### src/design/scrc_pkg.sv
package scrc_pkg;

  // Register offsets (byte addresses)
  localparam logic [7:0] SCRC_OFF_GATE    = 8'h00;
  localparam logic [7:0] SCRC_OFF_PDIV0   = 8'h04;
  localparam logic [7:0] SCRC_OFF_PDIV1   = 8'h08;
  localparam logic [7:0] SCRC_OFF_PRST    = 8'h0C;
  localparam logic [7:0] SCRC_OFF_BUSDIV  = 8'h10;
  localparam logic [7:0] SCRC_OFF_RSTFLG  = 8'h14;
  localparam logic [7:0] SCRC_OFF_LVD     = 8'h18;
  localparam logic [7:0] SCRC_OFF_PINREL  = 8'h1C;
  localparam logic [7:0] SCRC_OFF_DBGREL  = 8'h20;
  localparam logic [7:0] SCRC_OFF_CLKCFG  = 8'h24;

  // Values after reset
  localparam logic [31:0] SCRC_RST_GATE   = 32'h0100_0008;
  localparam logic [4:0]  SCRC_RST_FLAGS  = 5'h11;
  localparam logic [2:0]  SCRC_RST_SRC    = 3'h0;

  // Writable bits of each register
  localparam logic [31:0] SCRC_MASK_GATE  = 32'h71F3_3BC8;
  localparam logic [31:0] SCRC_MASK_PDIV0 = 32'h7777_7777;
  localparam logic [31:0] SCRC_MASK_PDIV1 = 32'hF770_7777;
  localparam logic [31:0] SCRC_MASK_PRST  = 32'h07F3_3BCF;
  localparam logic [31:0] SCRC_MASK_LVD   = 32'h0000_C033;

  // Field positions
  localparam int SCRC_POS_CKSRC   = 28;
  localparam int SCRC_POS_CKDIV   = 28;
  localparam int SCRC_POS_LVD_ON  = 15;
  localparam int SCRC_POS_LVD_RST = 14;
  localparam int SCRC_POS_LVD_IRQ = 4;
  localparam int SCRC_POS_LVD_RTH = 0;
  localparam int SCRC_POS_SRCST   = 4;

  // Divider limits and structure
  localparam int SCRC_NUM_PDIV       = 14;
  localparam int SCRC_AUDIO_PDIV     = 7;
  localparam int SCRC_WDOG_PDIV      = 12;
  localparam logic [3:0] SCRC_BUSDIV_MAX = 4'h9;
  localparam logic [2:0] SCRC_PDIV_MAX   = 3'h4;
  localparam logic [2:0] SCRC_WDOG_MAX   = 3'h5;
  localparam logic [2:0] SCRC_SRC_MAX    = 3'h4;

  // Source bit indices; main clock codes equal the index
  localparam int SCRC_SRC_FAST_RC   = 0;
  localparam int SCRC_SRC_SLOW_RC   = 1;
  localparam int SCRC_SRC_FAST_XTAL = 2;
  localparam int SCRC_SRC_SLOW_XTAL = 3;
  localparam int SCRC_SRC_PLL       = 4;
  localparam int SCRC_SRC_AUDIO     = 5;

  typedef struct packed {
    logic audio_crystal;
    logic pll;
    logic external_slow_crystal;
    logic external_fast_crystal;
    logic internal_slow_rc;
    logic internal_fast_rc;
  } scrc_src_type;

  typedef struct packed {
    logic [7:0]  addr;
    logic [31:0] wdata;
    logic        wr;
    logic        rd;
  } scrc_bus_type;

  typedef struct packed {
    logic power_on;
    logic pin;
    logic brownout;
    logic watchdog;
    logic software;
  } scrc_rst_event_type;

endpackage

### src/design/scrc_top.sv
// Functional notes
// - Source select codes 0..4 pick main clock
// - Bus clock is main clock over 2^code
// - Deep power-down wake is not recorded here
// - Power-on flag bit4, resets 1, write-0 clears
// - Pin reset flag bit3, write-0 clears
// - Brownout reset flag bit2, write-0 clears
// - Watchdog reset flag bit1, write-0 clears
// - Software flag bit0, resets 1, write-0 clears
// - Detector on bit15; reset needs bit14 too
// - Interrupt threshold code chooses four levels
// - Reset threshold code, 11 reserved
// - Reset pin release frees pin for GPIO
// - Debug pin release frees both debug pins
// - Gated peripheral reads return zero
// - Nonzero clock-out source overrides shared GPIO
// - Clock-out source encoding selects output clock
// - Gate bits gate bus clock; two reset 1
// - Peripheral dividers 1..16, audio from crystal
// - Clock-out divider 2^code, codes 0..9
// - Watchdog divider 1..32, codes 0..5
// - Peripheral reset bits pulse and self-clear
// - Source switch waits for target ready
// - Internal fast RC after reset
//
// The plain strobed port was chosen for this implementation.
`timescale 1ns/10ps
module scrc_top
  import scrc_pkg::*;
(
  input  wire logic               clk_in,
  input  wire logic               reset_n_in,
  input  wire scrc_bus_type       bus_in,
  input  wire scrc_src_type       src_level_in,
  input  wire scrc_src_type       src_ready_in,
  input  wire scrc_rst_event_type rst_event_in,
  input  wire logic               brownout_irq_below_in,
  input  wire logic               brownout_rst_below_in,
  input  wire logic [4:0]         periph_index_in,
  input  wire logic [31:0]        periph_rdata_in,
  output logic [31:0]             read_data_out,
  output logic [2:0]              main_clock_source_state_out,
  output logic                    main_clock_tick_out,
  output logic                    bus_clock_tick_out,
  output logic [31:0]             periph_bus_tick_out,
  output logic [13:0]             periph_div_tick_out,
  output logic [31:0]             periph_reset_out,
  output logic [31:0]             periph_rdata_out,
  output logic                    clock_output_out,
  output logic                    clock_output_override_out,
  output logic                    reset_pin_gpio_out,
  output logic                    debug_pins_gpio_out,
  output logic                    brownout_detector_on_out,
  output logic [1:0]              brownout_irq_threshold_out,
  output logic [1:0]              brownout_reset_threshold_out,
  output logic                    brownout_irq_out,
  output logic                    brownout_reset_req_out
);

  typedef struct packed {
    logic [31:0]                    gate;
    logic [31:0]                    pdiv0;
    logic [31:0]                    pdiv1;
    logic [31:0]                    prst;
    logic [3:0]                     bus_code;
    logic [4:0]                     flags;
    logic [31:0]                    lvd;
    logic                           pin_rel;
    logic                           dbg_rel;
    logic [2:0]                     sel;
    logic [2:0]                     state;
    logic [5:0]                     src_prev;
    logic                           main_tick;
    logic [8:0]                     bus_cnt;
    logic [3:0]                     bus_app;
    logic                           bus_tick;
    logic [SCRC_NUM_PDIV-1:0][4:0]  pcnt;
    logic [SCRC_NUM_PDIV-1:0][2:0]  papp;
    logic [SCRC_NUM_PDIV-1:0]       ptick;
    logic [31:0]                    pbus_tick;
    logic [8:0]                     ck_cnt;
    logic [3:0]                     ck_app;
    logic                           ck_out;
    logic                           ck_ovr;
    logic [31:0]                    rdata;
    logic [31:0]                    prd;
    logic                           lvd_irq;
    logic                           lvd_rst;
  } scrc_state_type;

  scrc_state_type st_r;
  scrc_state_type st_nxt;

  // Bit position of a peripheral divider field in its register
  function automatic int pdiv_pos(input int idx);
    if (idx < 8) begin
      return idx * 4;
    end else if (idx < 12) begin
      return (idx - 8) * 4;
    end else begin
      return (idx - 8) * 4 + 4;
    end
  endfunction

  // Source index for a clock-output code; code 1 is the bus clock
  function automatic int ckout_idx(input logic [2:0] code);
    unique case (code)
      3'h2:    return SCRC_SRC_PLL;
      3'h3:    return SCRC_SRC_SLOW_RC;
      3'h4:    return SCRC_SRC_FAST_RC;
      3'h5:    return SCRC_SRC_SLOW_XTAL;
      3'h6:    return SCRC_SRC_FAST_XTAL;
      3'h7:    return SCRC_SRC_AUDIO;
      default: return SCRC_SRC_FAST_RC;
    endcase
  endfunction

  // All register and clock logic in one next-state process
  always_comb begin
    logic [5:0]  lvl;
    logic [5:0]  rise;
    logic        mtick;
    logic        btick;
    logic        stick;
    logic [2:0]  code;
    logic [2:0]  lim;
    logic [2:0]  cksrc;
    logic        ck_edge;
    logic        ck_lvl;
    logic [4:0]  clr;
    logic        wr_hit;
    lvl     = 6'(src_level_in);
    rise    = lvl & ~st_r.src_prev;
    mtick   = 1'b0;
    btick   = 1'b0;
    stick   = 1'b0;
    code    = 3'h0;
    lim     = 3'h0;
    cksrc   = st_r.gate[SCRC_POS_CKSRC +: 3];
    ck_edge = 1'b0;
    ck_lvl  = 1'b0;
    clr     = 5'h00;
    wr_hit  = bus_in.wr;
    st_nxt  = st_r;
    st_nxt.src_prev = lvl;

    // Register writes; reserved bits are masked off
    st_nxt.prst = 32'h0000_0000;
    if (wr_hit) begin
      unique case (bus_in.addr)
        SCRC_OFF_GATE:   st_nxt.gate = bus_in.wdata & SCRC_MASK_GATE;
        SCRC_OFF_PDIV0:  st_nxt.pdiv0 = bus_in.wdata & SCRC_MASK_PDIV0;
        SCRC_OFF_PDIV1:  st_nxt.pdiv1 = bus_in.wdata & SCRC_MASK_PDIV1;
        SCRC_OFF_PRST:   st_nxt.prst = bus_in.wdata & SCRC_MASK_PRST;
        SCRC_OFF_BUSDIV: st_nxt.bus_code = bus_in.wdata[3:0];
        SCRC_OFF_RSTFLG: clr = ~bus_in.wdata[4:0];
        SCRC_OFF_LVD:    st_nxt.lvd = bus_in.wdata & SCRC_MASK_LVD;
        SCRC_OFF_PINREL: st_nxt.pin_rel = bus_in.wdata[0];
        SCRC_OFF_DBGREL: st_nxt.dbg_rel = bus_in.wdata[0];
        SCRC_OFF_CLKCFG: st_nxt.sel = bus_in.wdata[2:0];
        default: ;
      endcase
    end

    // Reset cause flags: a new event wins over a write-0 clear
    st_nxt.flags[4] = (st_r.flags[4] & ~clr[4]) | rst_event_in.power_on;
    st_nxt.flags[3] = (st_r.flags[3] & ~clr[3])
                      | (rst_event_in.pin & ~st_r.pin_rel);
    st_nxt.flags[2] = (st_r.flags[2] & ~clr[2]) | rst_event_in.brownout;
    st_nxt.flags[1] = (st_r.flags[1] & ~clr[1]) | rst_event_in.watchdog;
    st_nxt.flags[0] = (st_r.flags[0] & ~clr[0]) | rst_event_in.software;

    // Switch only to a legal, ready source; reserved codes are ignored
    if (st_r.sel <= SCRC_SRC_MAX && st_r.sel != st_r.state
        && src_ready_in[st_r.sel]) begin
      st_nxt.state = st_r.sel;
    end
    mtick = rise[st_r.state];
    st_nxt.main_tick = mtick;

    // Bus divider; a new code is taken only when a period completes
    if (mtick) begin
      if (st_r.bus_cnt == 9'((10'h001 << st_r.bus_app) - 10'h001)) begin
        st_nxt.bus_cnt = 9'h000;
        btick = 1'b1;
        if (st_r.bus_code <= SCRC_BUSDIV_MAX) begin
          st_nxt.bus_app = st_r.bus_code;
        end
      end else begin
        st_nxt.bus_cnt = st_r.bus_cnt + 9'h001;
      end
    end
    st_nxt.bus_tick  = btick;
    // Clock-out source bits share the gate register but gate no peripheral bus clock
    st_nxt.pbus_tick = {32{btick}} & st_r.gate & ~(32'h0000_0007 << SCRC_POS_CKSRC);

    // Peripheral dividers; audio divides its crystal, others the bus clock
    for (int i = 0; i < SCRC_NUM_PDIV; i++) begin
      code  = (i < 8) ? st_r.pdiv0[pdiv_pos(i) +: 3] : st_r.pdiv1[pdiv_pos(i) +: 3];
      lim   = (i == SCRC_WDOG_PDIV) ? SCRC_WDOG_MAX : SCRC_PDIV_MAX;
      stick = (i == SCRC_AUDIO_PDIV) ? rise[SCRC_SRC_AUDIO] : btick;
      st_nxt.ptick[i] = 1'b0;
      if (stick) begin
        if (st_r.pcnt[i] == 5'((6'h01 << st_r.papp[i]) - 6'h01)) begin
          st_nxt.pcnt[i]  = 5'h00;
          st_nxt.ptick[i] = 1'b1;
          if (code <= lim) begin
            st_nxt.papp[i] = code;
          end
        end else begin
          st_nxt.pcnt[i] = st_r.pcnt[i] + 5'h01;
        end
      end
    end

    // Clock output: /1 follows the source, else toggles every 2^(n-1) edges
    ck_edge = (cksrc == 3'h1) ? btick : rise[ckout_idx(cksrc)];
    ck_lvl  = (cksrc == 3'h1) ? btick : lvl[ckout_idx(cksrc)];
    st_nxt.ck_ovr = (cksrc != 3'h0);
    if (cksrc == 3'h0) begin
      st_nxt.ck_out = 1'b0;
      st_nxt.ck_cnt = 9'h000;
    end else if (st_r.ck_app == 4'h0) begin
      st_nxt.ck_out = ck_lvl;
      if (ck_edge && st_r.pdiv1[SCRC_POS_CKDIV +: 4] <= SCRC_BUSDIV_MAX) begin
        st_nxt.ck_app = st_r.pdiv1[SCRC_POS_CKDIV +: 4];
      end
    end else if (ck_edge) begin
      if (st_r.ck_cnt == 9'((10'h001 << (st_r.ck_app - 4'h1)) - 10'h001)) begin
        st_nxt.ck_cnt = 9'h000;
        st_nxt.ck_out = ~st_r.ck_out;
        if (st_r.ck_out && st_r.pdiv1[SCRC_POS_CKDIV +: 4] <= SCRC_BUSDIV_MAX) begin
          st_nxt.ck_app = st_r.pdiv1[SCRC_POS_CKDIV +: 4];
        end
      end else begin
        st_nxt.ck_cnt = st_r.ck_cnt + 9'h001;
      end
    end

    // Brownout detector gating
    st_nxt.lvd_irq = st_r.lvd[SCRC_POS_LVD_ON] & brownout_irq_below_in;
    st_nxt.lvd_rst = st_r.lvd[SCRC_POS_LVD_ON] & st_r.lvd[SCRC_POS_LVD_RST]
                     & brownout_rst_below_in;

    // Peripheral read return, forced to zero while its clock is gated
    st_nxt.prd = st_r.gate[periph_index_in] ? periph_rdata_in : 32'h0000_0000;

    // Read data stand for one cycle only
    st_nxt.rdata = 32'h0000_0000;
    if (bus_in.rd) begin
      unique case (bus_in.addr)
        SCRC_OFF_GATE:   st_nxt.rdata = st_r.gate;
        SCRC_OFF_PDIV0:  st_nxt.rdata = st_r.pdiv0;
        SCRC_OFF_PDIV1:  st_nxt.rdata = st_r.pdiv1;
        SCRC_OFF_PRST:   st_nxt.rdata = st_r.prst;
        SCRC_OFF_BUSDIV: st_nxt.rdata = {28'h000_0000, st_r.bus_code};
        SCRC_OFF_RSTFLG: st_nxt.rdata = {27'h000_0000, st_r.flags};
        SCRC_OFF_LVD:    st_nxt.rdata = st_r.lvd;
        SCRC_OFF_PINREL: st_nxt.rdata = {31'h0000_0000, st_r.pin_rel};
        SCRC_OFF_DBGREL: st_nxt.rdata = {31'h0000_0000, st_r.dbg_rel};
        SCRC_OFF_CLKCFG: st_nxt.rdata = {25'h000_0000, st_r.state, 1'b0, st_r.sel};
        default:         st_nxt.rdata = 32'h0000_0000;
      endcase
    end
  end

  // State register; synchronous reset to documented defaults
  always_ff @(posedge clk_in) begin
    if (!reset_n_in) begin
      st_r       <= '0;
      st_r.gate  <= SCRC_RST_GATE;
      st_r.flags <= SCRC_RST_FLAGS;
      st_r.sel   <= SCRC_RST_SRC;
      st_r.state <= SCRC_RST_SRC;
    end else begin
      st_r <= st_nxt;
    end
  end

  // Outputs taken straight from the state register
  assign read_data_out                = st_r.rdata;
  assign main_clock_source_state_out  = st_r.state;
  assign main_clock_tick_out          = st_r.main_tick;
  assign bus_clock_tick_out           = st_r.bus_tick;
  assign periph_bus_tick_out          = st_r.pbus_tick;
  assign periph_div_tick_out          = st_r.ptick;
  assign periph_reset_out             = st_r.prst;
  assign periph_rdata_out             = st_r.prd;
  assign clock_output_out             = st_r.ck_out;
  assign clock_output_override_out    = st_r.ck_ovr;
  assign reset_pin_gpio_out           = st_r.pin_rel;
  assign debug_pins_gpio_out          = st_r.dbg_rel;
  assign brownout_detector_on_out     = st_r.lvd[SCRC_POS_LVD_ON];
  assign brownout_irq_threshold_out   = st_r.lvd[SCRC_POS_LVD_IRQ +: 2];
  assign brownout_reset_threshold_out = st_r.lvd[SCRC_POS_LVD_RTH +: 2];
  assign brownout_irq_out             = st_r.lvd_irq;
  assign brownout_reset_req_out       = st_r.lvd_rst;

endmodule // scrc_top

### config.mk
export PLATFORM = sky130hd
export DESIGN_NAME = scrc_top
export DESIGN_NICKNAME = d
export VERILOG_FILES = /design/src/design/scrc_pkg.sv /design/src/design/scrc_top.sv
export SDC_FILE = /design/constraint.sdc
export NUM_CORES = 1
export LEC_CHECK = 0
export BUFFER_PORTS_ARGS = -buffer_cell sky130_fd_sc_hd__buf_2
export CORE_ASPECT_RATIO = 0.75
export CORE_UTILIZATION = 57
export DETAILED_ROUTE_END_ITERATION = 8
export PLACE_DENSITY = 0.85
export SLEW_MARGIN = 20
export SYNTH_ARGS = -nofsm -noshare
export SYNTH_HDL_FRONTEND = slang
export SYNTH_SLANG_ARGS = --single-unit
### constraint.sdc
create_clock -name clk_in -period 4.55 [get_ports clk_in]
set_clock_uncertainty 0.15 [all_clocks]
set_input_delay 0.2275 -clock clk_in [delete_from_list [all_inputs] [get_ports clk_in]]
set_output_delay 0.2275 -clock clk_in [all_outputs]
set_load 0.01 [all_outputs]
==> results.cfg <==
[final_layout]
final_cell_mix = 348 x dfxtp_1, 255 x nand2_1, 223 x buf_2, 199 x a21oi_1, 159 x nor2_1
final_nets = 2292
utilization = 0.6559
area_delta_synth_final_pct = 13.29
diodes = 0
final_cells = 2588
drive_gt1_frac = 0.1462
final_common_cell = dfxtp_1

[clock_network]
cts_sinks = 348
clk_path_buf_depth = 3
cts_tree = yes
clk_pin_slew_ns = 0.06
htree_levels = 2
postCtsSetupBuffers = 0
cts_buffers = 36
root_buffer = clkbuf_16
insertion_delay_ns = 0.55

[placed_design]
hpwlAfterDp_um = 33240
port_buffers = 223
dp.cells = 2448
place_ws_ns = 0.8568
globalplace.congestion = 0.9399

[pwr]
pwr-share-seq = 0.437
switching_share = 0.2976
power_density_mw_per_mm2 = 387.3
pwr-share-clk = 0.383
switchingPower_uw = 2192
leakage_uw = 0.007314
power_uw = 7363
p_int_uw = 5172
irDropWorstVdd_mv = 0.3213
power_frac_comb = 0.179

[route]
post_drt_wl_per_cell_um = 19.25
wl_um = 49810
drtPass1Iterations = 8
vias = 15880
detail-route-antenna-nets = 0
viasPerCell = 6.137
dr.first_iter.drc_count = 2129
drc = 0

[synth]
synthArstFlopShare = 0
ys_ff_latch = 348
seq_area_frac_synth = 0.4151
avgSynthCellArea_sq_um = 8.239
synth_edf_count = 0
yosysWarnings = 0
netlist_instances = 2037
yosys_most_used_dff = dfxtp_1
netlist_area_sq_mm = 0.01678
synth_cell_type_count = 83

[setup_path]
cpMaxStageDelayCell = and3_1
path_class = reg -> reg
crit_chain = nor2_1 > nand2_1 > ha_1 > or4_1 > a21o_1 > o221ai_2 > and2_0 > and3_1 > buf_12 > a31oi_1 > a211oi_1
reg2reg_slack_ns = 0.76
r2r_cells = 11
cp_max_fo = 18
worstSetupEndpointType = flop
required_ns = 4.86
worstSetupStartpointType = flop
r2r_end = st_r[158]$_SDFFE_PN0P_
reg2reg_from = st_r[242]$_SDFFE_PN0P_
slowest_delay_ns = 0.60
arrival_ns = 4.09

[global_routing]
grt_max_degree = 72
antenna_found_initial = 1
grt_pass1_vias = 15070
track_usage = 0.3227
grt_first_pass_wirelength_um = 78270
grt_overflow = 0

[outcome]
status = finished, final reports clean

[worst_hold_path]
min_path_type = in -> reg
holdPathStages = 3
hold_path_end = st_r[135]$_SDFFE_PN0P_
min_from = reset_n_in

[floorplan]
placementRows = 54
die_w_um = 200.1
initial_core_util = 0.5790
core_sq_mm = 0.02899
die-height_um = 150.6
die_area_sq_mm = 0.03014
ios = 258

[timing]
slew_violations = 0
setup_tns_ns = 0
grt_setup_unrepaired = no
hold_viol = 0
max_freq_mhz = 264.0
setup-violations-final = 0
tightestPinTransition_ns = 1.230
period_share = 0.8326
fin_ws_ns = 0.7619
slew-limit-headroom = 0.1782
period_needed_ns = 3.788

[job]
maxCapViolations = 0
==> timing repair <==
action | CTS | global route
hold endpoints to repair | 144 | 0
gates resized for setup | 0 | 0
hold buffers | 80 | 0
==> flip-flops by register name, summed over array words and instances, names as in the netlist <==
signal,cells
reset_pin_gpio_out,1
periph_reset_out,20
read_data_out,30
periph_div_tick_out,14
periph_rdata_out,32
st_r,221
bus_clock_tick_out,1
brownout_reset_req_out,1
periph_bus_tick_out,15
brownout_irq_threshold_out,2
clock_output_out,1
main_clock_tick_out,1
brownout_irq_out,1
main_clock_source_state_out,3
brownout_detector_on_out,1
debug_pins_gpio_out,1
brownout_reset_threshold_out,2
clock_output_override_out,1
==> logic make-up after synthesis <==
| group | count (synthesis) | share of synthesized area |
|---|---|---|
| flip-flops | 348 | 0.4151 |
| adder cells (fa/ha/maj) | 18 | 0.01342 |
| buffers and inverters | 292 | 0.1015 |
| multiplexers | 25 | 0.01663 |
| AND/OR/NAND/NOR | 810 | 0.2381 |
| XOR/XNOR | 60 | 0.03131 |
| other | 1 | 0.0002234 |
| AO/OA/AOI/OAI | 483 | 0.1837 |
==> per-layer routing <==
layer / global-route usage / wire length [um] / vias up
met2: 0.5144 / 22050 / 1014
met1: 0.4102 / 19640 / 7447
met3: 0.08723 / 6137 / 171
met5: 0 / 0 / -
met4: 0.1450 / 1979 / 0
li1: - / - / 7250
==> area by class of cell <==
| class | count | area, sq um |
|---|---|---|
| well taps | 392 | 490.5 |
| multi-input cells | 1427 | 8228 |
| clock inverters | 7 | 71.32 |
| clock buffers | 53 | 1035 |
| flip-flops and latches | 348 | 6967 |
| inverters | 39 | 148.9 |
| repair buffers | 322 | 2072 |
| fillers | 2234 | 9973 |
==> Yosys cell counts, types with 8 or more instances <==
master	count	area (sq um)
dfxtp_1	348	6967
nand2_1	255	957.2
a21oi_1	199	996.0
nor2_1	160	600.6
buf_4	150	1126
o21ai_0	95	475.5
nand3_1	86	430.4
clkbuf_1	73	274.0
and2_1	72	450.4
nor3_1	64	320.3
xnor2_1	46	402.9
and3_1	42	262.8
inv_1	37	138.9
a211oi_1	32	240.2
or3_1	28	175.2
a222oi_1	23	230.2
buf_2	23	115.1
mux2i_1	20	200.2
a21boi_0	19	142.6
ha_1	18	225.2
nand3b_1	17	127.6
a211o_1	16	140.1
xor2_1	14	122.6
nand4_1	13	81.33
nor4b_1	13	113.9
nand2b_1	12	75.07
nand4bb_1	11	123.9
a31oi_1	9	56.30
nor3b_1	9	67.56
a22oi_1	8	60.06
nor2b_1	8	50.05
==> worst max-delay path: cells and delay by family (launching register included) <==
family,cells,cell delay (ns)
DFF,1,0.48
AOI/OAI and AO/OA,4,0.54
adders and majority gates,1,0.37
and+or+nand+nor,5,1.92
buffers and inverters,1,0.25
==> worst max-delay path by stage <==
| stage | from | end | slack, ns |
|---|---|---|---|
| CTS | st_r[242]$_SDFFE_PN0P_ | st_r[178]$_SDFFE_PN0P_ | 0.84 |
| global placement | st_r[242]$_SDFFE_PN0P_ | st_r[157]$_SDFFE_PN0P_ | 0.97 |
| detailed placement | st_r[242]$_SDFFE_PN0P_ | st_r[178]$_SDFFE_PN0P_ | 0.86 |
| global route | st_r[242]$_SDFFE_PN0P_ | st_r[157]$_SDFFE_PN0P_ | 0.47 |
| floorplan | st_r[242]$_SDFFE_PN0P_ | st_r[238]$_SDFFE_PN0P_ | 1.40 |
| finish | st_r[242]$_SDFFE_PN0P_ | st_r[158]$_SDFFE_PN0P_ | 0.76 |
==> power groups by stage <==
stage	registers, uW	logic, uW	clock network, uW
after global placement	3280	1180	0
after global routing	3230	1420	2980
final	3220	1320	2820
after floorplan	3260	910	0
after detailed placement	3280	1220	0
after CTS	3220	1280	2840
==> stage by stage <==
| stage | hold slack, ns | area, sq um |
|---|---|---|
| finish | 0.06743 | 19010 |
| detailed placement | 0.2728 | 17110 |
| global placement | 0.2760 | 17110 |
| CTS | 0.02810 | 19010 |
| global route | 0.06451 | 19010 |
| floorplan | 0.1834 | 16900 |
Power figures use the tool's default switching activity.
